<file path="config.mk">
export PLATFORM = sky130hd
export DESIGN_NAME = gpd_gpio
export DESIGN_NICKNAME = d
export VERILOG_FILES = /design/src/logic/gpd_pkg.sv /design/src/logic/gpd_gpio.sv
export VERILOG_INCLUDE_DIRS = /design/src /design/src/logic
export SDC_FILE = /design/constraint.sdc
export NUM_CORES = 1
export LEC_CHECK = 0
export ABC_AREA = 1
export BUFFER_PORTS_ARGS = -buffer_cell sky130_fd_sc_hd__buf_2
export CAP_MARGIN = 30
export CORE_ASPECT_RATIO = 0.6
export CORE_MARGIN = 8
export CORE_UTILIZATION = 45
export DETAILED_ROUTE_END_ITERATION = 10
export GPL_TIMING_DRIVEN = 0
export PLACE_DENSITY = 0.69
export SLEW_MARGIN = 25
export SYNTH_ARGS = -nofsm -noshare
export SYNTH_HDL_FRONTEND = slang
export SYNTH_SLANG_ARGS = --single-unit
</file>
<file path="constraint.sdc">
create_clock -name pclk -period 1.3 [get_ports pclk]
set_input_delay 0.26 -clock pclk [delete_from_list [all_inputs] [get_ports pclk]]
set_output_delay 0.26 -clock pclk [all_outputs]
set_load 0.01 [all_outputs]
</file>
<file path="src/logic/gpd_defines.svh">
// register offsets, field positions, reset values and widths of the gpio block
`ifndef GPD_DEFINES_SVH
`define GPD_DEFINES_SVH
`define GPD_OFF_PA_DATA 12'h000
`define GPD_OFF_PA_DIR 12'h004
`define GPD_OFF_PA_WAKE 12'h008
`define GPD_OFF_PB_DATA 12'h00c
`define GPD_OFF_PB_DIR 12'h010
`define GPD_OFF_PC_DATA 12'h014
`define GPD_OFF_PC_DIR 12'h018
`define GPD_OFF_PD_DATA 12'h01c
`define GPD_OFF_PD_DIR 12'h020
`define GPD_OFF_CKO_CTRL 12'h024
`define GPD_OFF_SLEEP 12'h028
`define GPD_MASK_PA 8'hff
`define GPD_MASK_PB 8'h3f
`define GPD_MASK_PC 8'h7f
`define GPD_MASK_PD 8'hff
`define GPD_MASK_CKO 8'h1d
`define GPD_RST_LATCH 8'hff
`define GPD_RST_DIR 8'hff
`define GPD_RST_WAKE 8'h00
`define GPD_RST_CKO 8'h00
`define GPD_CKO_SEL_BIT 4
`define GPD_CKO_RATIO_HI_BIT 3
`define GPD_CKO_RATIO_LO_BIT 2
`define GPD_CKO_DRIVE_BIT 0
`define GPD_CKO_PIN 1
`endif

</file>
<file path="src/logic/gpd_pkg.sv">
// types shared by the gpio block
package gpd_pkg;
   typedef logic [7:0] gpd_byte_t;
   typedef enum logic [3:0] {
      GPD_DIV1 = 4'b0001,
      GPD_DIV2 = 4'b0010,
      GPD_DIV4 = 4'b0100,
      GPD_DIV8 = 4'b1000
   } gpd_ratio_t;
endpackage

</file>
<file path="src/logic/gpd_gpio.sv">
// gpio ports a to d with direction control, port a wake-up and divided clock output
`timescale 1ns/1ns
`include "gpd_defines.svh"

module gpd_gpio (
   input wire logic pclk,
   input wire logic presetn,
   input wire logic psel,
   input wire logic penable,
   input wire logic pwrite,
   input wire logic [11:0] paddr,
   input wire logic [31:0] pwdata,
   output logic [31:0] prdata,
   output logic pready,
   output logic pslverr,
   input wire gpd_pkg::gpd_byte_t pa_in,
   output gpd_pkg::gpd_byte_t pa_out,
   output gpd_pkg::gpd_byte_t pa_oe,
   input wire gpd_pkg::gpd_byte_t pb_in,
   output gpd_pkg::gpd_byte_t pb_out,
   output gpd_pkg::gpd_byte_t pb_oe,
   input wire gpd_pkg::gpd_byte_t pc_in,
   output gpd_pkg::gpd_byte_t pc_out,
   output gpd_pkg::gpd_byte_t pc_oe,
   input wire gpd_pkg::gpd_byte_t pd_in,
   output gpd_pkg::gpd_byte_t pd_out,
   output gpd_pkg::gpd_byte_t pd_oe,
   input wire logic sleep_mode,
   output logic wakeup_ff
);
   import gpd_pkg::*;

   gpd_byte_t pa_latch_ff, pb_latch_ff, pc_latch_ff, pd_latch_ff;
   gpd_byte_t port_a_direction_ff, port_b_direction_ff, port_c_direction_ff, port_d_direction_ff;
   gpd_byte_t port_a_wakeup_enable_ff;
   gpd_byte_t clock_output_control_ff;
   gpd_byte_t pa_sync1_ff, pa_sync2_ff, pa_prev_ff;
   logic [2:0] div_cnt_ff;
   logic cko_ff;
   logic wr_en;
   logic rd_access;
   logic addr_hit;
   logic [31:0] nxt_prdata;
   logic clock_output_select;
   gpd_ratio_t ratio;
   gpd_byte_t nxt_pc_out;
   gpd_byte_t fall;

   // port read view: output pins give the latch, input pins the live level
   function automatic gpd_byte_t port_view(gpd_byte_t latch, gpd_byte_t dir, gpd_byte_t pins,
                                            gpd_byte_t mask);
      port_view = ((latch & ~dir) | (pins & dir)) & mask;
   endfunction

   function automatic gpd_ratio_t decode_ratio(logic [1:0] code);
      case (code)
         2'b00: decode_ratio = GPD_DIV1;
         2'b01: decode_ratio = GPD_DIV2;
         2'b10: decode_ratio = GPD_DIV4;
         2'b11: decode_ratio = GPD_DIV8;
         default: decode_ratio = GPD_DIV1;
      endcase
   endfunction

   assign wr_en = psel && penable && pwrite;
   assign rd_access = psel && !penable && !pwrite;
   assign clock_output_select = clock_output_control_ff[`GPD_CKO_SEL_BIT];
   assign ratio = decode_ratio({clock_output_control_ff[`GPD_CKO_RATIO_HI_BIT],
                                clock_output_control_ff[`GPD_CKO_RATIO_LO_BIT]});

   always_comb begin
      addr_hit = 1'b1;
      nxt_prdata = 32'h0000_0000;
      case (paddr)
         `GPD_OFF_PA_DATA: nxt_prdata[7:0] = port_view(pa_latch_ff, port_a_direction_ff, pa_in, `GPD_MASK_PA);
         `GPD_OFF_PA_DIR: nxt_prdata[7:0] = port_a_direction_ff;
         `GPD_OFF_PA_WAKE: nxt_prdata[7:0] = port_a_wakeup_enable_ff;
         `GPD_OFF_PB_DATA: nxt_prdata[7:0] = port_view(pb_latch_ff, port_b_direction_ff, pb_in, `GPD_MASK_PB);
         `GPD_OFF_PB_DIR: nxt_prdata[7:0] = port_b_direction_ff;
         `GPD_OFF_PC_DATA: nxt_prdata[7:0] = port_view(pc_latch_ff, port_c_direction_ff, pc_in, `GPD_MASK_PC);
         `GPD_OFF_PC_DIR: nxt_prdata[7:0] = port_c_direction_ff;
         `GPD_OFF_PD_DATA: nxt_prdata[7:0] = port_view(pd_latch_ff, port_d_direction_ff, pd_in, `GPD_MASK_PD);
         `GPD_OFF_PD_DIR: nxt_prdata[7:0] = port_d_direction_ff;
         `GPD_OFF_CKO_CTRL: nxt_prdata[7:0] = clock_output_control_ff;
         `GPD_OFF_SLEEP: nxt_prdata[0] = wakeup_ff;
         default: addr_hit = 1'b0;
      endcase
   end

   // apb slave: zero wait states, read data captured in setup cycle
   always_ff @(posedge pclk or negedge presetn) begin
      if (!presetn) begin
         prdata <= 32'h0000_0000;
      end else if (rd_access) begin
         prdata <= nxt_prdata;
      end
   end

   always_ff @(posedge pclk or negedge presetn) begin
      if (!presetn) begin
         pready <= 1'b0;
         pslverr <= 1'b0;
      end else begin
         pready <= psel && !penable;
         pslverr <= psel && !penable && !addr_hit;
      end
   end

   // data latches: held until rewritten, reset high
   always_ff @(posedge pclk or negedge presetn) begin
      if (!presetn) begin
         pa_latch_ff <= `GPD_RST_LATCH;
         pb_latch_ff <= `GPD_RST_LATCH & `GPD_MASK_PB;
         pc_latch_ff <= `GPD_RST_LATCH & `GPD_MASK_PC;
         pd_latch_ff <= `GPD_RST_LATCH;
      end else if (wr_en) begin
         case (paddr)
            `GPD_OFF_PA_DATA: pa_latch_ff <= pwdata[7:0] & `GPD_MASK_PA;
            `GPD_OFF_PB_DATA: pb_latch_ff <= pwdata[7:0] & `GPD_MASK_PB;
            `GPD_OFF_PC_DATA: pc_latch_ff <= pwdata[7:0] & `GPD_MASK_PC;
            `GPD_OFF_PD_DATA: pd_latch_ff <= pwdata[7:0] & `GPD_MASK_PD;
            default: ;
         endcase
      end
   end

   // direction registers: unimplemented bits stay zero
   always_ff @(posedge pclk or negedge presetn) begin
      if (!presetn) begin
         port_a_direction_ff <= `GPD_RST_DIR & `GPD_MASK_PA;
         port_b_direction_ff <= `GPD_RST_DIR & `GPD_MASK_PB;
         port_c_direction_ff <= `GPD_RST_DIR & `GPD_MASK_PC;
         port_d_direction_ff <= `GPD_RST_DIR & `GPD_MASK_PD;
      end else if (wr_en) begin
         case (paddr)
            `GPD_OFF_PA_DIR: port_a_direction_ff <= pwdata[7:0] & `GPD_MASK_PA;
            `GPD_OFF_PB_DIR: port_b_direction_ff <= pwdata[7:0] & `GPD_MASK_PB;
            `GPD_OFF_PC_DIR: port_c_direction_ff <= pwdata[7:0] & `GPD_MASK_PC;
            `GPD_OFF_PD_DIR: port_d_direction_ff <= pwdata[7:0] & `GPD_MASK_PD;
            default: ;
         endcase
      end
   end

   always_ff @(posedge pclk or negedge presetn) begin
      if (!presetn) begin
         port_a_wakeup_enable_ff <= `GPD_RST_WAKE;
         clock_output_control_ff <= `GPD_RST_CKO;
      end else if (wr_en) begin
         if (paddr == `GPD_OFF_PA_WAKE) begin
            port_a_wakeup_enable_ff <= pwdata[7:0];
         end
         if (paddr == `GPD_OFF_CKO_CTRL) begin
            clock_output_control_ff <= pwdata[7:0] & `GPD_MASK_CKO;
         end
      end
   end

   // clock divider from the system clock, cleared while disabled
   always_ff @(posedge pclk or negedge presetn) begin
      if (!presetn) begin
         div_cnt_ff <= 3'h0;
         cko_ff <= 1'b0;
      end else if (!clock_output_select) begin
         div_cnt_ff <= 3'h0;
         cko_ff <= 1'b0;
      end else begin
         div_cnt_ff <= div_cnt_ff + 3'h1;
         case (ratio)
            GPD_DIV1: cko_ff <= ~cko_ff;
            GPD_DIV2: cko_ff <= div_cnt_ff[0] ? ~cko_ff : cko_ff;
            GPD_DIV4: cko_ff <= (div_cnt_ff[1:0] == 2'h3) ? ~cko_ff : cko_ff;
            GPD_DIV8: cko_ff <= (div_cnt_ff == 3'h7) ? ~cko_ff : cko_ff;
            default: cko_ff <= 1'b0;
         endcase
      end
   end

   always_comb begin
      nxt_pc_out = pc_latch_ff;
      if (clock_output_select) begin
         nxt_pc_out[`GPD_CKO_PIN] = cko_ff & pc_latch_ff[`GPD_CKO_PIN];
      end
   end

   // pin drivers: enable high when direction bit is 0
   always_ff @(posedge pclk or negedge presetn) begin
      if (!presetn) begin
         pa_out <= 8'h00;
         pa_oe <= 8'h00;
         pb_out <= 8'h00;
         pb_oe <= 8'h00;
         pc_out <= 8'h00;
         pc_oe <= 8'h00;
         pd_out <= 8'h00;
         pd_oe <= 8'h00;
      end else begin
         pa_out <= pa_latch_ff;
         pa_oe <= ~port_a_direction_ff & `GPD_MASK_PA;
         pb_out <= pb_latch_ff;
         pb_oe <= ~port_b_direction_ff & `GPD_MASK_PB;
         pc_out <= nxt_pc_out;
         pc_oe <= ~port_c_direction_ff & `GPD_MASK_PC;
         pd_out <= pd_latch_ff;
         pd_oe <= ~port_d_direction_ff & `GPD_MASK_PD;
      end
   end

   // port a wake: two-stage sync then falling edge
   always_ff @(posedge pclk or negedge presetn) begin
      if (!presetn) begin
         pa_sync1_ff <= 8'hff;
         pa_sync2_ff <= 8'hff;
         pa_prev_ff <= 8'hff;
      end else begin
         pa_sync1_ff <= pa_in;
         pa_sync2_ff <= pa_sync1_ff;
         pa_prev_ff <= pa_sync2_ff;
      end
   end

   assign fall = pa_prev_ff & ~pa_sync2_ff & port_a_wakeup_enable_ff;

   always_ff @(posedge pclk or negedge presetn) begin
      if (!presetn) begin
         wakeup_ff <= 1'b0;
      end else begin
         wakeup_ff <= sleep_mode && (fall != 8'h00);
      end
   end

   AST_DIR_OE: assert property (@(posedge pclk) disable iff (!presetn)
      1'b1 |=> pc_oe == (~$past(port_c_direction_ff) & `GPD_MASK_PC)) else $error("oe does not follow direction");
   AST_CKO_GATED: assert property (@(posedge pclk) disable iff (!presetn)
      clock_output_select && !pc_latch_ff[1] |=> !pc_out[1]) else $error("clock output not gated by latch");
   AST_DIV_HELD: assert property (@(posedge pclk) disable iff (!presetn)
      !clock_output_select |=> div_cnt_ff == 3'h0 && !cko_ff) else $error("divider runs while off");
   AST_DIV1: assert property (@(posedge pclk) disable iff (!presetn)
      $past(clock_output_select) && clock_output_select && ratio == GPD_DIV1 && $past(ratio) == GPD_DIV1
      |-> cko_ff != $past(cko_ff)) else $error("divide by one wrong");
   AST_WAKE: assert property (@(posedge pclk) disable iff (!presetn)
      sleep_mode && (fall != 8'h00) |=> wakeup_ff) else $error("wake missed");
   AST_NO_WAKE: assert property (@(posedge pclk) disable iff (!presetn)
      (fall == 8'h00) |=> !wakeup_ff) else $error("spurious wake");
   AST_RESERVED: assert property (@(posedge pclk) disable iff (!presetn)
      (clock_output_control_ff & ~`GPD_MASK_CKO) == 8'h00 && port_b_direction_ff[7:6] == 2'b00)
      else $error("unimplemented bit set");
   AST_READ_LATCH: assert property (@(posedge pclk) disable iff (!presetn)
      rd_access && paddr == `GPD_OFF_PD_DATA |=> prdata[7:0] == (($past(pd_latch_ff) & ~$past(port_d_direction_ff))
      | ($past(pd_in) & $past(port_d_direction_ff)))) else $error("port read wrong");

   AST_PREADY_SET: assert property (@(posedge pclk) disable iff (!presetn)
      psel && !penable |=> pready) else $error("pready missing after setup");

   AST_PREADY_ONE: assert property (@(posedge pclk) disable iff (!presetn)
      pready |=> !pready) else $error("pready longer than one cycle");

   AST_SLVERR_MAP: assert property (@(posedge pclk) disable iff (!presetn)
      psel && !penable && !addr_hit |=> pslverr) else $error("unmapped access without error");

   AST_SLVERR_READY: assert property (@(posedge pclk) disable iff (!presetn)
      pslverr |-> pready) else $error("error without ready");

   AST_PA_OE: assert property (@(posedge pclk) disable iff (!presetn)
      1'b1 |=> pa_oe == (~$past(port_a_direction_ff) & `GPD_MASK_PA)) else $error("port a oe wrong");

   AST_PB_OE: assert property (@(posedge pclk) disable iff (!presetn)
      1'b1 |=> pb_oe == (~$past(port_b_direction_ff) & `GPD_MASK_PB)) else $error("port b oe wrong");

   AST_PD_OE: assert property (@(posedge pclk) disable iff (!presetn)
      1'b1 |=> pd_oe == (~$past(port_d_direction_ff) & `GPD_MASK_PD)) else $error("port d oe wrong");

   AST_PA_OUT: assert property (@(posedge pclk) disable iff (!presetn)
      1'b1 |=> pa_out == $past(pa_latch_ff)) else $error("port a out not latch");

   AST_PB_OUT: assert property (@(posedge pclk) disable iff (!presetn)
      1'b1 |=> pb_out == $past(pb_latch_ff)) else $error("port b out not latch");

   AST_PD_OUT: assert property (@(posedge pclk) disable iff (!presetn)
      1'b1 |=> pd_out == $past(pd_latch_ff)) else $error("port d out not latch");

   AST_PC_PLAIN: assert property (@(posedge pclk) disable iff (!presetn)
      !clock_output_select |=> pc_out == $past(pc_latch_ff)) else $error("port c out not latch");

   AST_PC_OTHER: assert property (@(posedge pclk) disable iff (!presetn)
      1'b1 |=> (pc_out & 8'hfd) == ($past(pc_latch_ff) & 8'hfd)) else $error("port c bits disturbed");

   AST_CKO_PIN: assert property (@(posedge pclk) disable iff (!presetn)
      clock_output_select |=> pc_out[1] == ($past(cko_ff) & $past(pc_latch_ff[1]))) else $error("clock pin wrong");

   AST_PC1_OE: assert property (@(posedge pclk) disable iff (!presetn)
      1'b1 |=> pc_oe[1] == !$past(port_c_direction_ff[1])) else $error("shared pin oe wrong");

   AST_LATCH_HOLD: assert property (@(posedge pclk) disable iff (!presetn)
      !wr_en |=> $stable(pa_latch_ff) && $stable(pb_latch_ff) && $stable(pd_latch_ff)) else $error("latch lost");

   AST_DIR_HOLD: assert property (@(posedge pclk) disable iff (!presetn)
      !wr_en |=> $stable(port_c_direction_ff) && $stable(port_d_direction_ff)) else $error("direction lost");

   AST_RSV_PC: assert property (@(posedge pclk) disable iff (!presetn)
      !port_c_direction_ff[7] && !clock_output_control_ff[1]) else $error("unimplemented bit set");

   AST_SYNC1: assert property (@(posedge pclk) disable iff (!presetn)
      1'b1 |=> pa_sync1_ff == $past(pa_in)) else $error("first sync stage wrong");

   AST_SYNC2: assert property (@(posedge pclk) disable iff (!presetn)
      1'b1 |=> pa_sync2_ff == $past(pa_sync1_ff)) else $error("second sync stage wrong");

   AST_DIV2_HOLD: assert property (@(posedge pclk) disable iff (!presetn)
      clock_output_select && ratio == GPD_DIV2 && !div_cnt_ff[0] |=> $stable(cko_ff)) else $error("divide by two");

   AST_DIV4_HOLD: assert property (@(posedge pclk) disable iff (!presetn)
      clock_output_select && ratio == GPD_DIV4 && div_cnt_ff[1:0] != 2'h3 |=> $stable(cko_ff))
      else $error("divide by four wrong");

   AST_DIV8_TOGGLE: assert property (@(posedge pclk) disable iff (!presetn)
      clock_output_select && ratio == GPD_DIV8 && div_cnt_ff == 3'h7 |=> cko_ff != $past(cko_ff))
      else $error("divide by eight wrong");

   AST_DIV_COUNT: assert property (@(posedge pclk) disable iff (!presetn)
      clock_output_select |=> div_cnt_ff == $past(div_cnt_ff) + 3'h1) else $error("divider not counting");

   AST_WAKE_AWAKE: assert property (@(posedge pclk) disable iff (!presetn)
      !sleep_mode |=> !wakeup_ff) else $error("wake while awake");
endmodule

</file>
Word level (Yosys, flattened, before mapping) --
Cells that the tools add are included.
Storage, ports and cells: register bits 167, latch bits 0, memory bits (writable) 0, memory bits (read-only) 0, input bits 82, output and inout port bits 99, word-level logic and storage cells 106, memories 0
Operators by class: add/sub/neg operators 1, multiply operators 0, div/mod/pow operators 0, order comparisons 0, eq/ne operators 22, shifts and indexed selects 0, mux-type cells 11, bitwise logic cells 21, reduce and logical (&&, ||, !) cells 24
Operators by type and width (number):
- one-hot mux 7 bit (10 select lines) | 1
- AND 8 bit | 6
- equality test 12 x 5 -> 1 bit (second input constant) | 4
- equality test 12 x 6 -> 1 bit (second input constant) | 3
- equality test 12 x 4 -> 1 bit (second input constant) | 2
- NOT 8 bit | 3
- AND reduction 2 bit | 10
- bitwise OR 8 bit | 2
- one-hot mux 4 bit (4 select lines) | 1
- AND 7 bit | 2
- AND 6 bit | 2
- equality test 12 x 3 -> 1 bit (second input constant) | 1
- logical NOT 12 bit | 1
- one-hot mux 1 bit (11 select lines) | 1
- OR reduction 11 bit | 1
- != test 3 bit (second input constant) | 3
- nonzero test 8 bit | 1
- NOT 7 bit | 1
- bitwise OR 7 bit | 1
- equality test 2 bit (second input constant) | 3
- logical AND 1 bit | 6
- two-way mux 1 bit | 6
- NOT 6 bit | 1
- bitwise OR 6 bit | 1
- 14 further kinds | 16

Logic depth before layout (Yosys ltp) --
depth after elaboration 5, mapped depth 10

Worst setup path before layout --
OpenSTA, ideal clock, no wires.
path type input to register, start point input port paddr[11], end point register port_a_direction_ff[6], data arrival time 1150 ps, path slack 67 ps, cell stages on the path 8, path buffers 2, path through nor2_2 nand2_4 nor2_4 buf_6 nand3_4 buf_6 nand2_2 o21ai_2
On the way: longest elaborated chain between the ends 2
RTL lines:
- start: declaration | RTL line gpd_gpio.sv:11 | input wire logic [11:0] paddr,
- equality test 12 x 3 -> 1 bit | RTL line gpd_gpio.sv:135 | case (paddr)
- AND reduction 2 bit (no source line)
- end signal: assignment | RTL line gpd_gpio.sv:130 | port_a_direction_ff <= `GPD_RST_DIR & `GPD_MASK_PA;
- end signal: assignment | RTL line gpd_gpio.sv:136 | `GPD_OFF_PA_DIR: port_a_direction_ff <= pwdata[7:0] & `GPD_MASK_PA;
- end: declaration | RTL line gpd_gpio.sv:34 | gpd_byte_t port_a_direction_ff, port_b_direction_ff, port_c_direction_ff, port_d_direction_ff;
No other way between the ends. A chain may end at the register's enable or synchronous reset.

Final worst setup path --
start point register port_c_direction_ff[5], end point register prdata[5]
On the way: longest elaborated chain between the ends 4
RTL lines:
- start: declaration | RTL line gpd_gpio.sv:34
- start signal: assignment | RTL line gpd_gpio.sv:132 | port_c_direction_ff <= `GPD_RST_DIR & `GPD_MASK_PC;
- start signal: assignment | RTL line gpd_gpio.sv:138 | `GPD_OFF_PC_DIR: port_c_direction_ff <= pwdata[7:0] & `GPD_MASK_PC;
- NOT 7 bit | RTL line gpd_gpio.sv:52 | port_view = ((latch & ~dir) | (pins & dir)) & mask;
- AND 7 bit | RTL line gpd_gpio.sv:52
- bitwise OR 7 bit | RTL line gpd_gpio.sv:52
- one-hot mux 7 bit (10 select lines) * | RTL line gpd_gpio.sv:74 | case (paddr)
- end signal: assignment | RTL line gpd_gpio.sv:95 | prdata <= nxt_prdata;
- end: declaration | RTL line gpd_gpio.sv:13 | output logic [31:0] prdata,
Mark *: on every way between the ends. The rest lies on a longest branch, timed or not.

==> results.sh <==
export IMPL_fin_hold_ws_ns=0.0607
export IMPL_final_nets=1020
export IMPL_r2r_end="prdata[5]$_DFFE_PN0P_"
export IMPL_cp_common_cell="nand2_2"
export IMPL_netlist_area_um2=7190
export IMPL_layout_common_cells="nand2_1, buf_2, dfrtp_1"
export IMPL_pwr_share_seq_pct=49.7
export IMPL_worst_pin_slew_ns=0.630
export IMPL_cp_slowest_cell="dfstp_2"
export IMPL_grt_overflow=0
export IMPL_cts_buffers=17
export IMPL_pwr_share_clk_pct=45.2
export IMPL_place_port_buffers=123
export IMPL_hpwlAfterDp_mm=14.1
export IMPL_mostFrequentLayoutCell="nand2_1"
export IMPL_fp_coreArea_um2=15500
export IMPL_rrSetupSlack_ns=-0.07
export IMPL_dieArea_um2=20400
export IMPL_place_gp_congestion=0.945
export IMPL_die_h_um=114
export IMPL_r2r_start="port_c_direction_ff[5]$_DFFE_PN1P_"
export IMPL_multi_input_area_um2=2630
export IMPL_grt_pass1_wl_mm=30.5
export IMPL_rows=35
export IMPL_syn_avg_cell_area_um2=9.79
export IMPL_cts_max_level=4
export IMPL_critical_path_class="flip-flop to flip-flop"
export IMPL_status="finished with violations"
export IMPL_finalCritPeriodShare_pct=105
export IMPL_setup_viol=7
export IMPL_crit_path_end_kind="flip-flop"
export IMPL_synth_yosys_seq_area_share_pct=59.6
export IMPL_hold_class="primary input to flip-flop"
export IMPL_grt_start_max_net_pins=98
export IMPL_fin_tns_setup_ns=-0.290
export IMPL_routed_via_density=4.93
export IMPL_drt_total_wl_mm=19.8
export IMPL_clock_latency_ns=0.43
export IMPL_path_buf_inv=1
export IMPL_nFillCells=1307
export IMPL_ys_types=34
export IMPL_skew_ns=0.00986
export IMPL_powerDensity_nw_per_um2=1150
export IMPL_final_antenna_net_count=0
export IMPL_synth_cells=734
export IMPL_cp_start_kind="flip-flop"
export IMPL_clock_sinks=167
export IMPL_combPwrFrac_pct=5.1
export IMPL_regArea_um2=4280
export IMPL_antenna_found_initial=0
export IMPL_p_sw_share_pct=23.8
export IMPL_ys_warn_count=0
export IMPL_hold_violations=0
export IMPL_worst_path_largest_cell_delay_ns=0.55
export IMPL_min_from="penable"
export IMPL_start_util_pct=46.4
export IMPL_switchingPower_mw=2.54
export IMPL_max_freq_mhz=731
export IMPL_wl_per_cell_um=17.2
export IMPL_ys_seq_elements=167
export IMPL_dr_first_iter_drc_count=590
export IMPL_grt_pass1_vias=5412
export IMPL_root_buffer="clkbuf_16"
export IMPL_grt_usage_pct=19.6
export IMPL_worstPathArrival_ns=1.74
export IMPL_internal_power_mw=8.12
export IMPL_antenna_cells=0
export IMPL_hold_path_end="pready$_DFF_PN0_"
export IMPL_vdd_drop_max_v=0.000817
export IMPL_min_period_ns=1.37
export IMPL_die_x_um=179
export IMPL_rsz0062_at_grt="yes"
export IMPL_path_clk_slew_ns=0.06
export IMPL_violations="setup timing"
export IMPL_timing_slew_headroom_pct=57.9
export IMPL_clock_path_buffers=2
export IMPL_drive_above_1_share_pct=45.9
export IMPL_setup_ws_ns=-0.0686
export IMPL_ios=181
export IMPL_critPathMaxFanout=3
export IMPL_maxCapViolCount=0
export IMPL_slew_viol_final=0
export IMPL_worstPathCellList="buf_4, nand2_1, nand2_1, nand3_2, nand2_2, nor2_4, nand3b_1, nand2_2, nand2_2"
export IMPL_drc=0
export IMPL_whs_path_depth=2
export IMPL_crit_required_ns=1.67
export IMPL_reg2regPathDepth=9
export IMPL_area_growth_pct=28.5
export IMPL_total_leakage_power_nw=4.37
export IMPL_vias=5678
export IMPL_path_delay_family="simple AND/OR/NAND/NOR gates"
export IMPL_cts_tree="done"
export IMPL_dr_pass1_iters=7
## through the flow
step | cell area [µm²] | utilization [%] | std cells | total power, mW | setup WS (ns)
6_report | 9240 | 59.6 | 1152 | 10.7 | -0.0686
2_1_floorplan | 7300 | - | 763 | 5.61 | 0.0670
3_5_place_dp | 8200 | 52.9 | 1090 | 5.90 | -0.373
4_1_cts | 9010 | 58.1 | 1143 | 10.7 | -0.0843
3_3_place_gp | 8170 | 52.7 | 1089 | 5.88 | -2.47
5_1_grt | 9240 | 59.6 | 1152 | 10.9 | -0.140
## cell usage after synthesis
cell type	instances	area share, %
a21boi_0	1	0.10
a21oi_1	2	0.14
a32oi_1	1	0.12
and3b_1	2	0.24
buf_2	2	0.14
buf_4	34	3.6
buf_6	10	1.6
conb_1	1	0.052
dfrtp_1	85	30
dfstp_2	82	30
ha_1	2	0.35
inv_1	56	2.9
inv_2	6	0.31
mux2i_1	1	0.14
nand2_1	226	12
nand2_2	7	0.61
nand2_4	4	0.63
nand3_1	63	4.4
nand3_2	3	0.42
nand3_4	5	1.2
nand3b_1	5	0.52
nand4_1	1	0.087
nor2_1	32	1.7
nor2_2	10	0.87
nor2_4	6	0.94
nor2_8	2	0.56
nor3_1	1	0.070
nor4_1	1	0.087
o2111a_1	1	0.16
o21ai_0	11	0.77
o21ai_1	50	3.5
o21ai_2	19	2.3
o311ai_0	1	0.12
or2_2	1	0.087
## worst max-delay path by stage
| stage | from | to | slack, ns | depth (start not counted) |
|---|---|---|---|---|
| 2_1_floorplan | paddr[11] | port_a_direction_ff[6]$_DFFE_PN1P_ | 0.07 | 8 |
| 3_3_place_gp | presetn | pd_out[6]$_DFF_PN0_ | -2.47 | 1 |
| 3_5_place_dp | paddr[1] | prdata[2]$_DFFE_PN0P_ | -0.37 | 10 |
| 4_1_cts | port_c_direction_ff[2]$_DFFE_PN1P_ | prdata[2]$_DFFE_PN0P_ | -0.08 | 9 |
| 5_1_grt | port_b_direction_ff[5]$_DFFE_PN1P_ | prdata[5]$_DFFE_PN0P_ | -0.14 | 9 |
| 6_report | port_c_direction_ff[5]$_DFFE_PN1P_ | prdata[5]$_DFFE_PN0P_ | -0.07 | 9 |
## layout make-up
class	count	area share (%)
sequential	167	46.3
clock buffer	19	4.69
inverter	62	2.52
multi-input combinational	488	28.5
clock inverter	13	1.31
tap	203	2.75
timing repair buffer	154	9.80
buffer	46	4.09
## timing repair
item                       4_1_cts  5_1_grt
hold endpoints to repair        51        0
hold buffers                     9        0
buffers inserted                12        9
pin swaps                       17       35
resized for setup               27       54
setup endpoints to repair        7      106
gates cloned                     0        0
## metal layers
metal,part of all wire (%),up-vias,global-route usage [%]
met5,0,-,0
met3,9.9,25,5.84
met2,42,232,26.8
li1,-,2698,-
met1,47,2723,29.3
met4,1.3,0,5.69
## power by group through the flow
stage | combinational (mW) | sequential, mW | clock [mW]
3_5_place_dp | 0.511 | 5.39 | 0
2_1_floorplan | 0.228 | 5.39 | 0
4_1_cts | 0.537 | 5.30 | 4.85
3_3_place_gp | 0.496 | 5.39 | 0
6_report | 0.544 | 5.30 | 4.81
5_1_grt | 0.600 | 5.30 | 5.04
## cell families after synthesis
| family | after synthesis | share of synthesized area, % |
|---|---|---|
| buf+inv | 108 | 8.49 |
| mux | 1 | 0.139 |
| other cells | 1 | 0.0522 |
| simple gates | 369 | 24.2 |
| flops | 167 | 59.6 |
| fa+ha+maj | 2 | 0.348 |
| compound gates | 86 | 7.21 |
Note: power is estimated with default switching activity, not from simulation.
